[config.mk]
export PLATFORM = sky130hd
export DESIGN_NAME = adc_config_and_gpio_regs
export DESIGN_NICKNAME = d
export VERILOG_FILES = /design/src/rtl/adc_regs_pkg.sv /design/src/rtl/pin_sync.sv /design/src/rtl/adc_config_and_gpio_regs.sv
export SDC_FILE = /design/constraint.sdc
export NUM_CORES = 1
export LEC_CHECK = 0
export BUFFER_PORTS_ARGS = -buffer_cell sky130_fd_sc_hd__buf_2
export CORE_UTILIZATION = 40
export CTS_BUF_LIST = sky130_fd_sc_hd__clkbuf_8
export DETAILED_ROUTE_END_ITERATION = 16
export GPL_TIMING_DRIVEN = 0
export PLACE_DENSITY = 0.73
export RECOVER_POWER = 50
export SLEW_MARGIN = 5
export SYNTH_ARGS = -nofsm -noshare
export SYNTH_HDL_FRONTEND = slang
export SYNTH_SLANG_ARGS = --single-unit
[constraint.sdc]
create_clock -name ref_clk -period 6.6 [get_ports ref_clk]
set_input_delay 1.32 -clock ref_clk [delete_from_list [all_inputs] [get_ports ref_clk]]
set_output_delay 1.32 -clock ref_clk [all_outputs]
set_load 0.1 [all_outputs]
[src/rtl/adc_regs_pkg.sv]
// constants and types shared by the converter configuration and digital i/o registers
package adc_regs_pkg;

	// ----------------------------------------
	// register addresses
	// ----------------------------------------
	localparam int          ADDR_W                 = 5;
	localparam logic [4:0]  ADDR_READBACK_CLOCKDIV = 5'h03;
	localparam logic [4:0]  ADDR_GAIN_CHANNEL      = 5'h04;
	localparam logic [4:0]  ADDR_IO_PIN_STATE      = 5'h05;
	localparam logic [4:0]  ADDR_IO_PIN_DIRECTION  = 5'h06;

	// ----------------------------------------
	// field positions
	// ----------------------------------------
	localparam int CONVERT_FLAG_BIT = 7;
	localparam int GAIN_MSB         = 6;
	localparam int GAIN_LSB         = 4;
	localparam int CHANNEL_MSB      = 3;
	localparam int CHANNEL_LSB      = 0;
	localparam int SINGLE_ENDED_BIT = 3;
	localparam int POLARITY_BIT     = 2;
	localparam int READBACK_MSB     = 3;
	localparam int READBACK_LSB     = 2;
	localparam int CLKDIV_MSB       = 1;
	localparam int CLKDIV_LSB       = 0;
	localparam int PIN_MSB          = 3;
	localparam int PIN_COUNT        = 4;
	localparam int INPUT_COUNT      = 8;

	// ----------------------------------------
	// reset values
	// ----------------------------------------
	localparam logic [7:0] RESET_BYTE   = 8'h00;
	localparam logic [3:0] RESET_NIBBLE = 4'h0;
	localparam logic [2:0] RESET_DIVCNT = 3'h0;

	// ----------------------------------------
	// field codes
	// ----------------------------------------
	localparam logic [1:0] READBACK_SEPARATE = 2'h0;
	localparam logic [1:0] READBACK_MS_FIRST = 2'h1;
	localparam logic [1:0] READBACK_LS_FIRST = 2'h2;
	localparam logic [1:0] READBACK_MS_ONLY  = 2'h3;
	localparam logic [1:0] CLKDIV_BY1        = 2'h0;
	localparam logic [1:0] CLKDIV_BY2        = 2'h1;
	localparam logic [1:0] CLKDIV_BY4        = 2'h2;
	localparam logic [1:0] CLKDIV_BY8        = 2'h3;

	// ----------------------------------------
	// timing: pin synchroniser depth
	// ----------------------------------------
	localparam int SYNC_STAGES = 3;

	// ----------------------------------------
	// conversion start sequencer
	// ----------------------------------------
	typedef enum logic [2:0] {
		START_IDLE  = 3'b001,
		START_FALL1 = 3'b010,
		START_FALL2 = 3'b100
	} start_state_t;

endpackage

[src/rtl/pin_sync.sv]
// three-stage pin synchroniser with agreement filter and edge pulses
`timescale 1ns/1ps

module pin_sync #(
	parameter int WIDTH = 1
) (
	// clock and reset
	input  wire logic             ref_clk,
	input  wire logic             sys_rst,
	// raw pin levels
	input  wire logic [WIDTH-1:0] pin_raw,
	// filtered level and edges
	output logic      [WIDTH-1:0] level,
	output logic      [WIDTH-1:0] rise,
	output logic      [WIDTH-1:0] fall
);

	logic [WIDTH-1:0] stage1_reg;
	logic [WIDTH-1:0] stage2_reg;
	logic [WIDTH-1:0] stage3_reg;
	logic [WIDTH-1:0] level_reg;
	logic [WIDTH-1:0] level_next;

	if (WIDTH < 1) begin : g_bad_width
		$error("pin_sync needs WIDTH of at least 1");
	end

	// stage1 feeds stage2 only
	always_ff @(posedge ref_clk or posedge sys_rst) begin
		if (sys_rst) begin
			stage1_reg <= '0;
			stage2_reg <= '0;
			stage3_reg <= '0;
		end else begin
			stage1_reg <= pin_raw;
			stage2_reg <= stage1_reg;
			stage3_reg <= stage2_reg;
		end
	end

	// a change counts once stages two and three agree
	always_comb begin
		level_next = level_reg;
		for (int i = 0; i < WIDTH; i++) begin
			if (stage2_reg[i] == stage3_reg[i]) begin
				level_next[i] = stage3_reg[i];
			end
		end
	end

	always_ff @(posedge ref_clk or posedge sys_rst) begin
		if (sys_rst) begin
			level_reg <= '0;
		end else begin
			level_reg <= level_next;
		end
	end

	assign level = level_reg;
	assign rise  = level_next & ~level_reg;
	assign fall  = ~level_next & level_reg;

endmodule

[src/rtl/adc_config_and_gpio_regs.sv]
// converter configuration, conversion start and digital i/o register set
//
// Summary of operation
// - The two-bit readback_select field picks separate read, MS byte first, LS byte first or MS byte only.
// - The clock_divide_select codes 0 to 3 divide the conversion clock pin by 1, 2, 4 and 8.
// - Address 4 holds gain_code in bits 6..4, channel_code in bits 3..0 and convert_flag in bit 7.
// - A direct-mode start loads the instruction byte into the gain and channel register.
// - In differential mode polarity_swap_bit swaps the positive and negative pin of the pair.
// - Writing convert_flag as 1 at address 4 starts a conversion on the second later clock fall.
// - Reading convert_flag returns 1 while a conversion is in progress and 0 when idle.
// - Bit 7 at address 5 is the same convert_flag, starting on write and reporting busy on read.
// - gain_code 0 to 7 selects gains 1, 2, 4, 5, 8, 10, 16 and 20.
// - A write never changes the state bit of a pin configured as input.
// - Reads of the pin state bits return the actual pin levels, not the output latch.
// - A pin configured as output is driven with the value written to its state bit.
// - At address 6 a direction bit of 1 makes the pin an output and 0 makes it an input.
// - Bits 6..4 of the pin state register always read as 0.
// - All mapped registers read as eight bits and clear to 0 on reset; the registered decodes reset to gain 1 and the mux to inputs 0 and 1.
`timescale 1ns/1ps

module adc_config_and_gpio_regs #(
	parameter int PIN_COUNT = adc_regs_pkg::PIN_COUNT
) (
	// clock and reset
	input  wire logic                     ref_clk,
	input  wire logic                     sys_rst,
	// register port from the serial interface
	input  wire logic [4:0]               reg_addr,
	input  wire logic                     reg_wr,
	input  wire logic                     reg_rd,
	input  wire logic [7:0]               reg_wdata,
	output logic      [7:0]               reg_rdata,
	output logic                          reg_rvalid,
	// direct-mode instruction
	input  wire logic                     direct_load,
	input  wire logic [7:0]               direct_byte,
	// conversion clock
	input  wire logic                     conversion_clock_pin,
	output logic                          divided_converter_clock,
	// converter core
	input  wire logic                     conv_busy,
	output logic                          conv_start,
	// configuration fields
	output logic      [1:0]               readback_select,
	output logic      [1:0]               clock_divide_select,
	output logic      [2:0]               gain_code,
	output logic      [4:0]               gain_factor,
	output logic      [3:0]               channel_code,
	output logic                          polarity_swap_bit,
	output logic                          differential_mode,
	output logic      [7:0]               pos_input_sel,
	output logic      [7:0]               neg_input_sel,
	output logic                          neg_is_common,
	// digital i/o pins
	input  wire logic [PIN_COUNT-1:0]     pin_in,
	output logic      [PIN_COUNT-1:0]     pin_out,
	output logic      [PIN_COUNT-1:0]     pin_oe
);

	// ----------------------------------------
	// declarations
	// ----------------------------------------
	logic [3:0]                     readback_clockdiv_reg;
	logic [6:0]                     gain_channel_reg;
	logic [PIN_COUNT-1:0]           pin_latch_reg;
	logic [PIN_COUNT-1:0]           pin_direction_reg;
	logic [7:0]                     rdata_reg;
	logic [7:0]                     rdata_next;
	logic                           rvalid_reg;
	logic                           conv_start_reg;
	logic [2:0]                     divcnt_reg;
	logic                           divclk_reg;
	logic                           divclk_next;
	logic [4:0]                     gain_factor_reg;
	logic [4:0]                     gain_factor_next;
	logic [7:0]                     pos_sel_reg;
	logic [7:0]                     neg_sel_reg;
	logic [7:0]                     pos_sel_next;
	logic [7:0]                     neg_sel_next;
	logic                           neg_common_reg;
	logic                           neg_common_next;
	logic                           conversion_clock_pin_level;
	logic                           conversion_clock_pin_fall;
	logic [PIN_COUNT-1:0]           pin_level;
	logic                           wr_ctrl;
	logic                           wr_gain;
	logic                           wr_state;
	logic                           wr_dir;
	logic                           start_request;
	logic                           busy_flag;
	adc_regs_pkg::start_state_t     start_state_reg;
	adc_regs_pkg::start_state_t     start_state_next;

	// register layout is fixed at four pins
	if (PIN_COUNT != adc_regs_pkg::PIN_COUNT) begin : g_bad_pins
		$error("adc_config_and_gpio_regs serves exactly four i/o pins");
	end

	// ----------------------------------------
	// pin synchronisers
	// ----------------------------------------
	pin_sync #(
		.WIDTH(1)
	) u_conversion_clock_pin_sync (
		.ref_clk (ref_clk),
		.sys_rst (sys_rst),
		.pin_raw (conversion_clock_pin),
		.level   (conversion_clock_pin_level),
		.rise    (),
		.fall    (conversion_clock_pin_fall)
	);

	pin_sync #(
		.WIDTH(PIN_COUNT)
	) u_io_sync (
		.ref_clk (ref_clk),
		.sys_rst (sys_rst),
		.pin_raw (pin_in),
		.level   (pin_level),
		.rise    (),
		.fall    ()
	);

	// ----------------------------------------
	// write decode
	// ----------------------------------------
	assign wr_ctrl  = reg_wr && (reg_addr == adc_regs_pkg::ADDR_READBACK_CLOCKDIV);
	assign wr_gain  = reg_wr && (reg_addr == adc_regs_pkg::ADDR_GAIN_CHANNEL);
	assign wr_state = reg_wr && (reg_addr == adc_regs_pkg::ADDR_IO_PIN_STATE);
	assign wr_dir   = reg_wr && (reg_addr == adc_regs_pkg::ADDR_IO_PIN_DIRECTION);

	// convert_flag written as 1 at either address, or a direct-mode byte with it set
	assign start_request = ((wr_gain || wr_state)
		&& reg_wdata[adc_regs_pkg::CONVERT_FLAG_BIT])
		|| (direct_load && direct_byte[adc_regs_pkg::CONVERT_FLAG_BIT]);

	// ----------------------------------------
	// readback and clock divide register
	// ----------------------------------------
	// upper four bits are not stored; host keeps them zero
	always_ff @(posedge ref_clk or posedge sys_rst) begin
		if (sys_rst) begin
			readback_clockdiv_reg <= adc_regs_pkg::RESET_NIBBLE;
		end else if (wr_ctrl) begin
			readback_clockdiv_reg <= reg_wdata[adc_regs_pkg::READBACK_MSB:0];
		end
	end

	assign readback_select     = readback_clockdiv_reg[adc_regs_pkg::READBACK_MSB:
		adc_regs_pkg::READBACK_LSB];
	assign clock_divide_select = readback_clockdiv_reg[adc_regs_pkg::CLKDIV_MSB:
		adc_regs_pkg::CLKDIV_LSB];

	// ----------------------------------------
	// gain and channel register
	// ----------------------------------------
	// direct mode wins over a register write in the same cycle
	always_ff @(posedge ref_clk or posedge sys_rst) begin
		if (sys_rst) begin
			gain_channel_reg <= adc_regs_pkg::RESET_BYTE[6:0];
		end else if (direct_load) begin
			gain_channel_reg <= direct_byte[adc_regs_pkg::GAIN_MSB:0];
		end else if (wr_gain) begin
			gain_channel_reg <= reg_wdata[adc_regs_pkg::GAIN_MSB:0];
		end
	end

	assign gain_code         = gain_channel_reg[adc_regs_pkg::GAIN_MSB:adc_regs_pkg::GAIN_LSB];
	assign channel_code      = gain_channel_reg[adc_regs_pkg::CHANNEL_MSB:
		adc_regs_pkg::CHANNEL_LSB];
	assign polarity_swap_bit = channel_code[adc_regs_pkg::POLARITY_BIT];
	assign differential_mode = !channel_code[adc_regs_pkg::SINGLE_ENDED_BIT];

	// ----------------------------------------
	// gain decode
	// ----------------------------------------
	always_comb begin
		unique case (gain_code)
			3'h0: gain_factor_next = 5'h01;
			3'h1: gain_factor_next = 5'h02;
			3'h2: gain_factor_next = 5'h04;
			3'h3: gain_factor_next = 5'h05;
			3'h4: gain_factor_next = 5'h08;
			3'h5: gain_factor_next = 5'h0a;
			3'h6: gain_factor_next = 5'h10;
			3'h7: gain_factor_next = 5'h14;
		endcase
	end

	// ----------------------------------------
	// input multiplexer decode
	// ----------------------------------------
	// differential pairs are inputs 2k and 2k+1; single-ended uses the common input as minus
	always_comb begin
		pos_sel_next    = 8'h00;
		neg_sel_next    = 8'h00;
		neg_common_next = 1'b0;
		if (differential_mode) begin
			if (polarity_swap_bit) begin
				pos_sel_next[{channel_code[1:0], 1'b1}] = 1'b1;
				neg_sel_next[{channel_code[1:0], 1'b0}] = 1'b1;
			end else begin
				pos_sel_next[{channel_code[1:0], 1'b0}] = 1'b1;
				neg_sel_next[{channel_code[1:0], 1'b1}] = 1'b1;
			end
		end else begin
			pos_sel_next[channel_code[2:0]] = 1'b1;
			neg_common_next                 = 1'b1;
		end
	end

	// decodes are registered so the analog switches see clean levels
	always_ff @(posedge ref_clk or posedge sys_rst) begin
		if (sys_rst) begin
			gain_factor_reg <= 5'h01;
			pos_sel_reg     <= 8'h01;
			neg_sel_reg     <= 8'h02;
			neg_common_reg  <= 1'b0;
		end else begin
			gain_factor_reg <= gain_factor_next;
			pos_sel_reg     <= pos_sel_next;
			neg_sel_reg     <= neg_sel_next;
			neg_common_reg  <= neg_common_next;
		end
	end

	assign gain_factor   = gain_factor_reg;
	assign pos_input_sel = pos_sel_reg;
	assign neg_input_sel = neg_sel_reg;
	assign neg_is_common = neg_common_reg;

	// ----------------------------------------
	// conversion clock divider
	// ----------------------------------------
	// counts falls of the synchronised pin; fine for pin rates well under ref_clk/6
	always_ff @(posedge ref_clk or posedge sys_rst) begin
		if (sys_rst) begin
			divcnt_reg <= adc_regs_pkg::RESET_DIVCNT;
		end else if (conversion_clock_pin_fall) begin
			divcnt_reg <= divcnt_reg + 3'h1;
		end
	end

	always_comb begin
		unique case (clock_divide_select)
			adc_regs_pkg::CLKDIV_BY1: divclk_next = conversion_clock_pin_level;
			adc_regs_pkg::CLKDIV_BY2: divclk_next = divcnt_reg[0];
			adc_regs_pkg::CLKDIV_BY4: divclk_next = divcnt_reg[1];
			adc_regs_pkg::CLKDIV_BY8: divclk_next = divcnt_reg[2];
		endcase
	end

	always_ff @(posedge ref_clk or posedge sys_rst) begin
		if (sys_rst) begin
			divclk_reg <= 1'b0;
		end else begin
			divclk_reg <= divclk_next;
		end
	end

	assign divided_converter_clock = divclk_reg;

	// ----------------------------------------
	// conversion start sequencer
	// ----------------------------------------
	// a fall in the latching cycle itself is not counted; a request while pending is absorbed
	always_comb begin
		start_state_next = start_state_reg;
		unique case (start_state_reg)
			adc_regs_pkg::START_IDLE: begin
				if (start_request) begin
					start_state_next = adc_regs_pkg::START_FALL1;
				end
			end
			adc_regs_pkg::START_FALL1: begin
				if (conversion_clock_pin_fall) begin
					start_state_next = adc_regs_pkg::START_FALL2;
				end
			end
			adc_regs_pkg::START_FALL2: begin
				if (conversion_clock_pin_fall) begin
					start_state_next = adc_regs_pkg::START_IDLE;
				end
			end
			default: begin
				start_state_next = adc_regs_pkg::START_IDLE;
			end
		endcase
	end

	always_ff @(posedge ref_clk or posedge sys_rst) begin
		if (sys_rst) begin
			start_state_reg <= adc_regs_pkg::START_IDLE;
		end else begin
			start_state_reg <= start_state_next;
		end
	end

	always_ff @(posedge ref_clk or posedge sys_rst) begin
		if (sys_rst) begin
			conv_start_reg <= 1'b0;
		end else begin
			conv_start_reg <= (start_state_reg == adc_regs_pkg::START_FALL2)
				&& conversion_clock_pin_fall;
		end
	end

	assign conv_start = conv_start_reg;

	// pending start counts as busy so a read right after the write sees it
	assign busy_flag = conv_busy || (start_state_reg != adc_regs_pkg::START_IDLE)
		|| conv_start_reg;

	// ----------------------------------------
	// digital i/o latch and direction
	// ----------------------------------------
	always_ff @(posedge ref_clk or posedge sys_rst) begin
		if (sys_rst) begin
			pin_direction_reg <= adc_regs_pkg::RESET_NIBBLE;
		end else if (wr_dir) begin
			pin_direction_reg <= reg_wdata[adc_regs_pkg::PIN_MSB:0];
		end
	end

	// only output pins take the written value
	always_ff @(posedge ref_clk or posedge sys_rst) begin
		if (sys_rst) begin
			pin_latch_reg <= adc_regs_pkg::RESET_NIBBLE;
		end else if (wr_state) begin
			for (int i = 0; i < PIN_COUNT; i++) begin
				if (pin_direction_reg[i]) begin
					pin_latch_reg[i] <= reg_wdata[i];
				end
			end
		end
	end

	assign pin_out = pin_latch_reg;
	assign pin_oe  = pin_direction_reg;

	// ----------------------------------------
	// read path
	// ----------------------------------------
	// unmapped addresses read zero; the block owns no other addresses
	always_comb begin
		rdata_next = adc_regs_pkg::RESET_BYTE;
		unique case (reg_addr)
			adc_regs_pkg::ADDR_READBACK_CLOCKDIV: begin
				rdata_next = {4'h0, readback_clockdiv_reg};
			end
			adc_regs_pkg::ADDR_GAIN_CHANNEL: begin
				rdata_next = {busy_flag, gain_channel_reg};
			end
			adc_regs_pkg::ADDR_IO_PIN_STATE: begin
				rdata_next = {busy_flag, 3'h0, pin_level};
			end
			adc_regs_pkg::ADDR_IO_PIN_DIRECTION: begin
				rdata_next = {4'h0, pin_direction_reg};
			end
			default: begin
				rdata_next = adc_regs_pkg::RESET_BYTE;
			end
		endcase
	end

	always_ff @(posedge ref_clk or posedge sys_rst) begin
		if (sys_rst) begin
			rdata_reg  <= adc_regs_pkg::RESET_BYTE;
			rvalid_reg <= 1'b0;
		end else begin
			rvalid_reg <= reg_rd;
			if (reg_rd) begin
				rdata_reg <= rdata_next;
			end
		end
	end

	assign reg_rdata  = rdata_reg;
	assign reg_rvalid = rvalid_reg;

endmodule

==> results.md, run 1 <==
- Vias in the first global route: 2267
- Most area-consuming cells after synthesis: dfrtp_1, dfstp_2, mux2_2
- CTS clock-pin slew for the worst setup and hold paths: 80 ps
- Hold Path Depth: 0
- Unique masters post-synth: 48
- Prevailing post-synth register cell: dfrtp_1
- Worst Min Path Start: u_io_sync.stage1_reg[0]
- Final min period: 3100 ps
- Max-slew headroom: 39.4%
- Final hold vios: 0
- Starting density of the core: 41.7%
- Reg2reg end: reg_rdata[7]
- WP data arrival: 1780 ps
- Outcome: finished clean
- Crit start category: register
- Mapped Cells: 263
- Fmax: 0.323 GHz
- R2r startpoint: start_state_reg[0]
- Non-Filler Instances: 467
- Leading area contributor after synthesis: dfrtp_1
- FF/Latch Area: 1960 sq um
- Detailed Place HPWL: 5100 microns
- Top-area cell type share of the netlist area: 57.2%
- WS Path Type: reg2out
- Setup TNS: 0 ps
- Detailed Routing Iterations Pass 1: 4
- Pleak: 0.00191 uW
- Post-Syn Area per Cell: 12.3 sq um
- CORE AREA: 7770 sq um
- WP data required: 5280 ps
- RSZ-0062 raised after global routing: no
- VDD IR max: 232 uV
- Vias: 2392
- CTS Buf Count: 9
- Final GP Congestion: 0.844
- # fillers: 713
- Drt via density: 5.12
- Max-cap check violation count: 0
- Die Height: 91.9 microns
- DRT antenna net count: 0
- Final WL: 7030 microns
- Worst-Skew Late Latency: 350 ps
- Switching Share: 38.4%
- CP max FO: 10
- Post-CTS sizing: 0
- Flop pwr share: 41.5%
- H-tree depth: 3
- Comb pwr share: 28.6%
- Wire length per cell: 15.1 microns
- Share of layout cells above drive strength 1: 36.2%
- Final period utilization: 46.9%
- Post-synth EDFFs: 0
- Worst Setup End Kind: output port
- YS warnings: 0
- Clock skew: 6.65 ps
- Post-layout util: 52.1%
- # port buffers: 85
- Clock power frac: 30.0%
- Antenna violations before repair: 0
- P&R area growth vs syn: 25.1%
- Synth async-reset ratio: 100%
- Pin count of the biggest net entering global routing: 60
- 1st-iter DRT viols: 162
- Syn Std Cell Area: 3240 sq um
- CTS max path bufs: 2
- Site row count: 32
- Total GRT Usage: 17.7%
- Drt drc: 0
- First-pass GRT wire length: 11500 microns
- Finish-stage setup viols: 0
- Ant. Diodes: 0
- Worst-Margin Slew: 904 ps
- Sequential cell area fraction in the yosys report: 60.5%
- CTS tree: built
- Setup Fix Bufs, Post-CTS: 0
- Pins Over Slew Limit: 0
- Nets: 395
- R2r setup slk: 5090 ps
- Die width: 91.9 microns
- Die area: 8450 sq um
- Hold-fix buffers, CTS: 0
- Worst Hold End: u_io_sync.stage2_reg[0]
- Psw: 519 uW
- Tot Pwr: 1350 uW
- I/O pins: 86
- # clock sinks: 78
- Worst min path class: reg2reg
- Internal power: 832 uW
- Power Density: 334 nW/um^2
- Post-Place Cells: 451
- CTS Root Cell: clkbuf_8
- Worst reg2reg path depth: 3
- Yosys reg bits: 78
- Synthesized Nets: 298
- Remaining global-route overflow: 0
- Multi-input logic area: 1180 sq um
- Worst Setup SP: gain_channel_reg[3]
cells in the mapped netlist (all sizes together) (4+ instances only):
| master | number |
|---|---|
| nand2 | 19 |
| a31oi | 7 |
| dfstp | 4 |
| a21oi | 12 |
| clkbuf | 13 |
| dfrtp | 74 |
| a32oi | 6 |
| nor3 | 6 |
| inv | 6 |
| nor3b | 4 |
| mux2 | 16 |
| nand2b | 4 |
| nor2 | 9 |
| nand3b | 5 |
| o21ai | 9 |
| nor2b | 15 |
| maj3 | 5 |
| buf | 4 |
| nand3 | 4 |
routing by layer:
| layer | vias up | track usage (%) | part of all wire (%) |
|---|---|---|---|
| met5 | - | 0 | 0 |
| met2 | 87 | 26.6 | 46 |
| met4 | 0 | 10.3 | 3.1 |
| li1 | 1123 | - | - |
| met3 | 19 | 3.90 | 6.1 |
| met1 | 1163 | 23.7 | 45 |
area by class of cell:
type / instances / area share (%)
plain buffers: 17 / 1.89
clock buffers: 10 / 3.40
clock inverters: 6 / 2.32
inverters: 6 / 0.587
multi-input cells: 162 / 29.1
flip-flops and latches: 78 / 48.3
well taps: 102 / 3.15
repair buffers: 86 / 11.2
through the flow:
step	setup slack, ps	hold slack, ps	instance area (sq um)
final	3500	351	4050
after global routing	3380	361	4050
after CTS	3490	353	4050
after detailed placement	3880	335	3820
after global placement	2450	331	3790
after floorplan	3290	331	3240
cell usage in the layout, fill, tap and decap left out, types with 6 or more instances in the layout:
| cell type | instances |
|---|---|
| mux2_2 | 9 |
| nor2b_1 | 15 |
| nand2_1 | 19 |
| a21oi_1 | 12 |
| o21ai_0 | 9 |
| nor2_1 | 9 |
| a32oi_1 | 6 |
| clkbuf_8 | 10 |
| dfrtp_1 | 74 |
| buf_2 | 86 |
| a31oi_1 | 7 |
| clkbuf_1 | 13 |
kinds of logic after synthesis:
family	Yosys count	share of synthesized area, %
buffers and inverters	23	3.05
and+or+nand+nor	84	16.1
AOI/OAI and AO/OA	51	10.4
muxes	17	6.73
adders and majority gates	8	2.71
xor gates and xnor gates	2	0.541
DFF	78	60.5
how the worst max path moves through the flow:
| stage | to | cells after the start |
|---|---|---|
| after floorplan | conv_start | 1 |
| after global placement | u_io_sync.level[3] | 2 |
| after detailed placement | differential_mode | 4 |
| after CTS | differential_mode | 4 |
| after global routing | differential_mode | 4 |
| final | differential_mode | 4 |
critical path, cell delays in order, from the launching register on:
cell      delay, ps
dfrtp_1         380
clkbuf_1        280
clkbuf_1        390
inv_1            70
buf_2           300
power by group through the flow:
stage	Clock, uW	Combinational, uW	Sequential [uW]
final	405	386	560
after global routing	440	404	567
after CTS	415	388	561
after detailed placement	0	387	570
after global placement	0	381	568
after floorplan	0	103	775
Power figures use the tool's default switching activity.
==> inputs of run 2 (changes only) <==
Settings changed: ABC_AREA set to 1, PLACE_DENSITY 0.73 to 0.76.
Clock period 6.6 ns to 2.6 ns, I/O delays scaled along.
==> run 2 against run 1 <==
Global-route usage shrank 0.22 points. Clock power grew to 2.6 times the previous value. Sequential cell count is the same. Synthesized cell count grew 17%. Worst hold slack lost 77 ps. Register-to-register slack lost 3800 ps. Synthesized area shrank 3.1%. Sequential power grew to 2.6 times the previous value.
==> results.md, run 2 <==
- Top-area cell type share of the netlist area: 59.1% (+1.9 points)
- Hold-fix buffers, CTS: 0 (unchanged)
- YS warnings: 0 (unchanged)
- Antenna violations before repair: 0 (unchanged)
- CTS Root Cell: clkbuf_8
- Nets: 438 (+11%)
- Synth Area in Adders: 2.48% (-0.23 points)
- Final Worst Setup Slack: 379 ps (-3120 ps)
- Synth async-reset ratio: 100% (unchanged)
- Die Height: 90.5 microns (-1.5%)
- Largest family of logic cells by synthesized area: simple AND/OR/NAND/NOR gates
- Site row count: 31 (-3.1%)
- WP data required: 2080 ps (-3200 ps)
- Post-route cell area: 3940 sq um (-2.8%)
- Most area-consuming cells after synthesis: dfrtp_1, nand2_1, dfstp_2
- Final hold vios: 0 (unchanged)
- Drt drc: 0 (unchanged)
- CORE AREA: 7410 sq um (-4.6%)
- Final min period: 2220 ps
- Pins Over Slew Limit: 0 (unchanged)
- Worst Min Path Start: pin_in[1]
- Post-Syn Area per Cell: 10.2 sq um (-17%)
- RSZ-0062 raised after global routing: no
- Share of layout cells above drive strength 1: 31.1% (-5.0 points)
- Post-synthesis mux area share: 1.64% (-5.1 points)
- Yosys reg bits: 78 (unchanged)
- Leading area contributor after synthesis: dfrtp_1
- I/O pins: 86 (unchanged)
- CTS clock-pin slew for the worst setup and hold paths: 80 ps (about the same)
- Wire length per cell: 13.0 microns (-14%)
- Post-Place Cells: 491 (+8.9%)
- Xor/xnor cell area share of the yosys netlist: 0.559% (+0.018 points)
- First-pass GRT wire length: 11000 microns (-3.6%)
- CTS tree: built
- CP max-delay cell: buf_2
- WS Path Type: reg2out
- Post-synth EDFFs: 0 (unchanged)
- # clock sinks: 78 (unchanged)
- Non-Filler Instances: 507 (+8.6%)
- Starting density of the core: 42.3% (+0.65 points)
- Total placed instance area: 3700 sq um (-3.0%)
- Total GRT Usage: 17.5% (-0.22 points)
- Place WS: 734 ps (-3140 ps)
- Sequential cell area fraction in the yosys report: 62.4% (+2.0 points)
- Post-CTS sizing: 0 (unchanged)
- Ant. Diodes: 0 (unchanged)
- 1st-iter DRT viols: 98 (-40%)
- R2r startpoint: gain_channel_reg[2]
- Worst Setup SP: gain_channel_reg[3]
- Post-synthesis compound-gate area fraction: 7.47% (-2.9 points)
- Worst Setup End Kind: output port
- Final period utilization: 85.4%
- Most frequent cells after synthesis: dfrtp_1, nand2_1, inv_1
- # port buffers: 83 (-2.4%)
- Vias in the first global route: 2225 (-1.9%)
- CP max FO: 10 (unchanged)
- P&R area growth vs syn: 25.6%
- Vias: 2438 (+1.9%)
- Max-cap check violation count: 0 (unchanged)
- Fmax: 0.450 GHz
- Detailed Routing Iterations Pass 1: 4 (unchanged)
- DRT antenna net count: 0 (unchanged)
- Worst-Skew Late Latency: 350 ps (about the same)
- Mapped Cells: 308 (+17%)
- Final GP Congestion: 0.790 (-6.4%)
- VDD IR max: 581 uV (+150%)
- Syn Std Cell Area: 3130 sq um (-3.1%)
- Die width: 90.5 microns (-1.5%)
- Commonest non-fill, non-tap cell in the layout: buf_2
- Crit start category: register
- Setup Fix Bufs, Post-CTS: 0 (unchanged)
- Worst-Margin Slew: 1410 ps (+508 ps)
- Detailed Place HPWL: 4970 microns (-2.6%)
- Most numerous cell in the Yosys netlist: dfrtp_1
- Drt via density: 4.81 (-6.1%)
- H-tree depth: 3 (unchanged)
- Worst-path cell chain: clkbuf_1, inv_1, buf_2
- Pin count of the biggest net entering global routing: 50 (-17%)
- Unique masters post-synth: 32 (-33%)
- Post-synthesis simple-gate area fraction: 19.6% (+3.6 points)
- Max incr delay on CP: 460 ps (+70 ps)
- Synthesized Nets: 343 (+15%)
- Finish-stage setup viols: 0 (unchanged)
- Pleak: 0.00208 uW (+8.9%)
- CTS max path bufs: 2 (unchanged)
- Final WL: 6580 microns (-6.4%)
- Die area: 8190 sq um (-3.1%)
- CTS Buf Count: 9 (unchanged)
- Commonest non-fill, non-tap cells in the layout: buf_2, dfrtp_1, nand2_1, inv_1, o21ai_0
- WP data arrival: 1700 ps (-80 ps)
- Power Density: 961 nW/um^2 (+190%)
- Clock skew: 7.65 ps (+1.00 ps)
- Max-slew headroom: 5.38% (-34 points)
- Worst min path class: in2reg
- Prevailing post-synth register cell: dfrtp_1
- Outcome: finished clean
- Remaining global-route overflow: 0 (unchanged)
run 2: power breakdown:
group | switching [uW] | internal, uW
sequential | 98.4 | 1380
combinational | 1020 | 222
clock | 428 | 632
total | 1550 | 2230
run 2: layer usage:
metal | track usage [%] | part of all wire, % | wire length (microns)
met1 | 23.1 | 46 | 3010
met2 | 27.0 | 46 | 3010
met3 | 5.98 | 6.8 | 451
met4 | 5.78 | 1.7 | 114
met5 | 0 | 0 | 0
run 2: path summary, 6_finish.rpt:
path	endpoint	slack (ps)	cells past startpoint
max	differential_mode	380	3
min	u_io_sync.stage1_reg[1]	270	1
max reg2reg	pos_input_sel[2]	1270	5
min reg2reg	u_conversion_clock_pin_sync.stage2_reg	350	0
max in group asynchronous	start_state_reg[0]	1290	3
min in group asynchronous	reg_rdata[7]	480	2
run 2: kinds of logic after synthesis:
family | count (synthesis)
buffers and inverters | 41
xor gates and xnor gates | 2
muxes | 5
adders and majority gates | 7
DFF | 78
AOI/OAI and AO/OA | 42
and+or+nand+nor | 133
run 2: through the flow:
step                total power (uW)  hold slack [ps]  TNS (ps)  utilization, %
global placement                2720              331    -51130            49.6
detailed placement              2750              336         0            50.0
floorplan                       2510              331         0               -
CTS                             3820              158         0            53.2
global route                    3960              251         0            53.1
finish                          3790              274         0            53.1
run 2: final cells by class:
type | instances | area (sq um)
multi-input combinational | 189 | 996
tap | 99 | 124
fill | 691 | 3470
sequential | 78 | 1960
buffer | 11 | 67.6
inverter | 30 | 114
timing repair buffer | 84 | 442
clock inverter | 7 | 114
clock buffer | 9 | 124
run 2: critical path, delay by kind of cell, from the launching register on:
| kind | cells | cell delay [ps] |
|---|---|---|
| buffers and inverters | 3 | 910 |
| flip-flops | 1 | 430 |
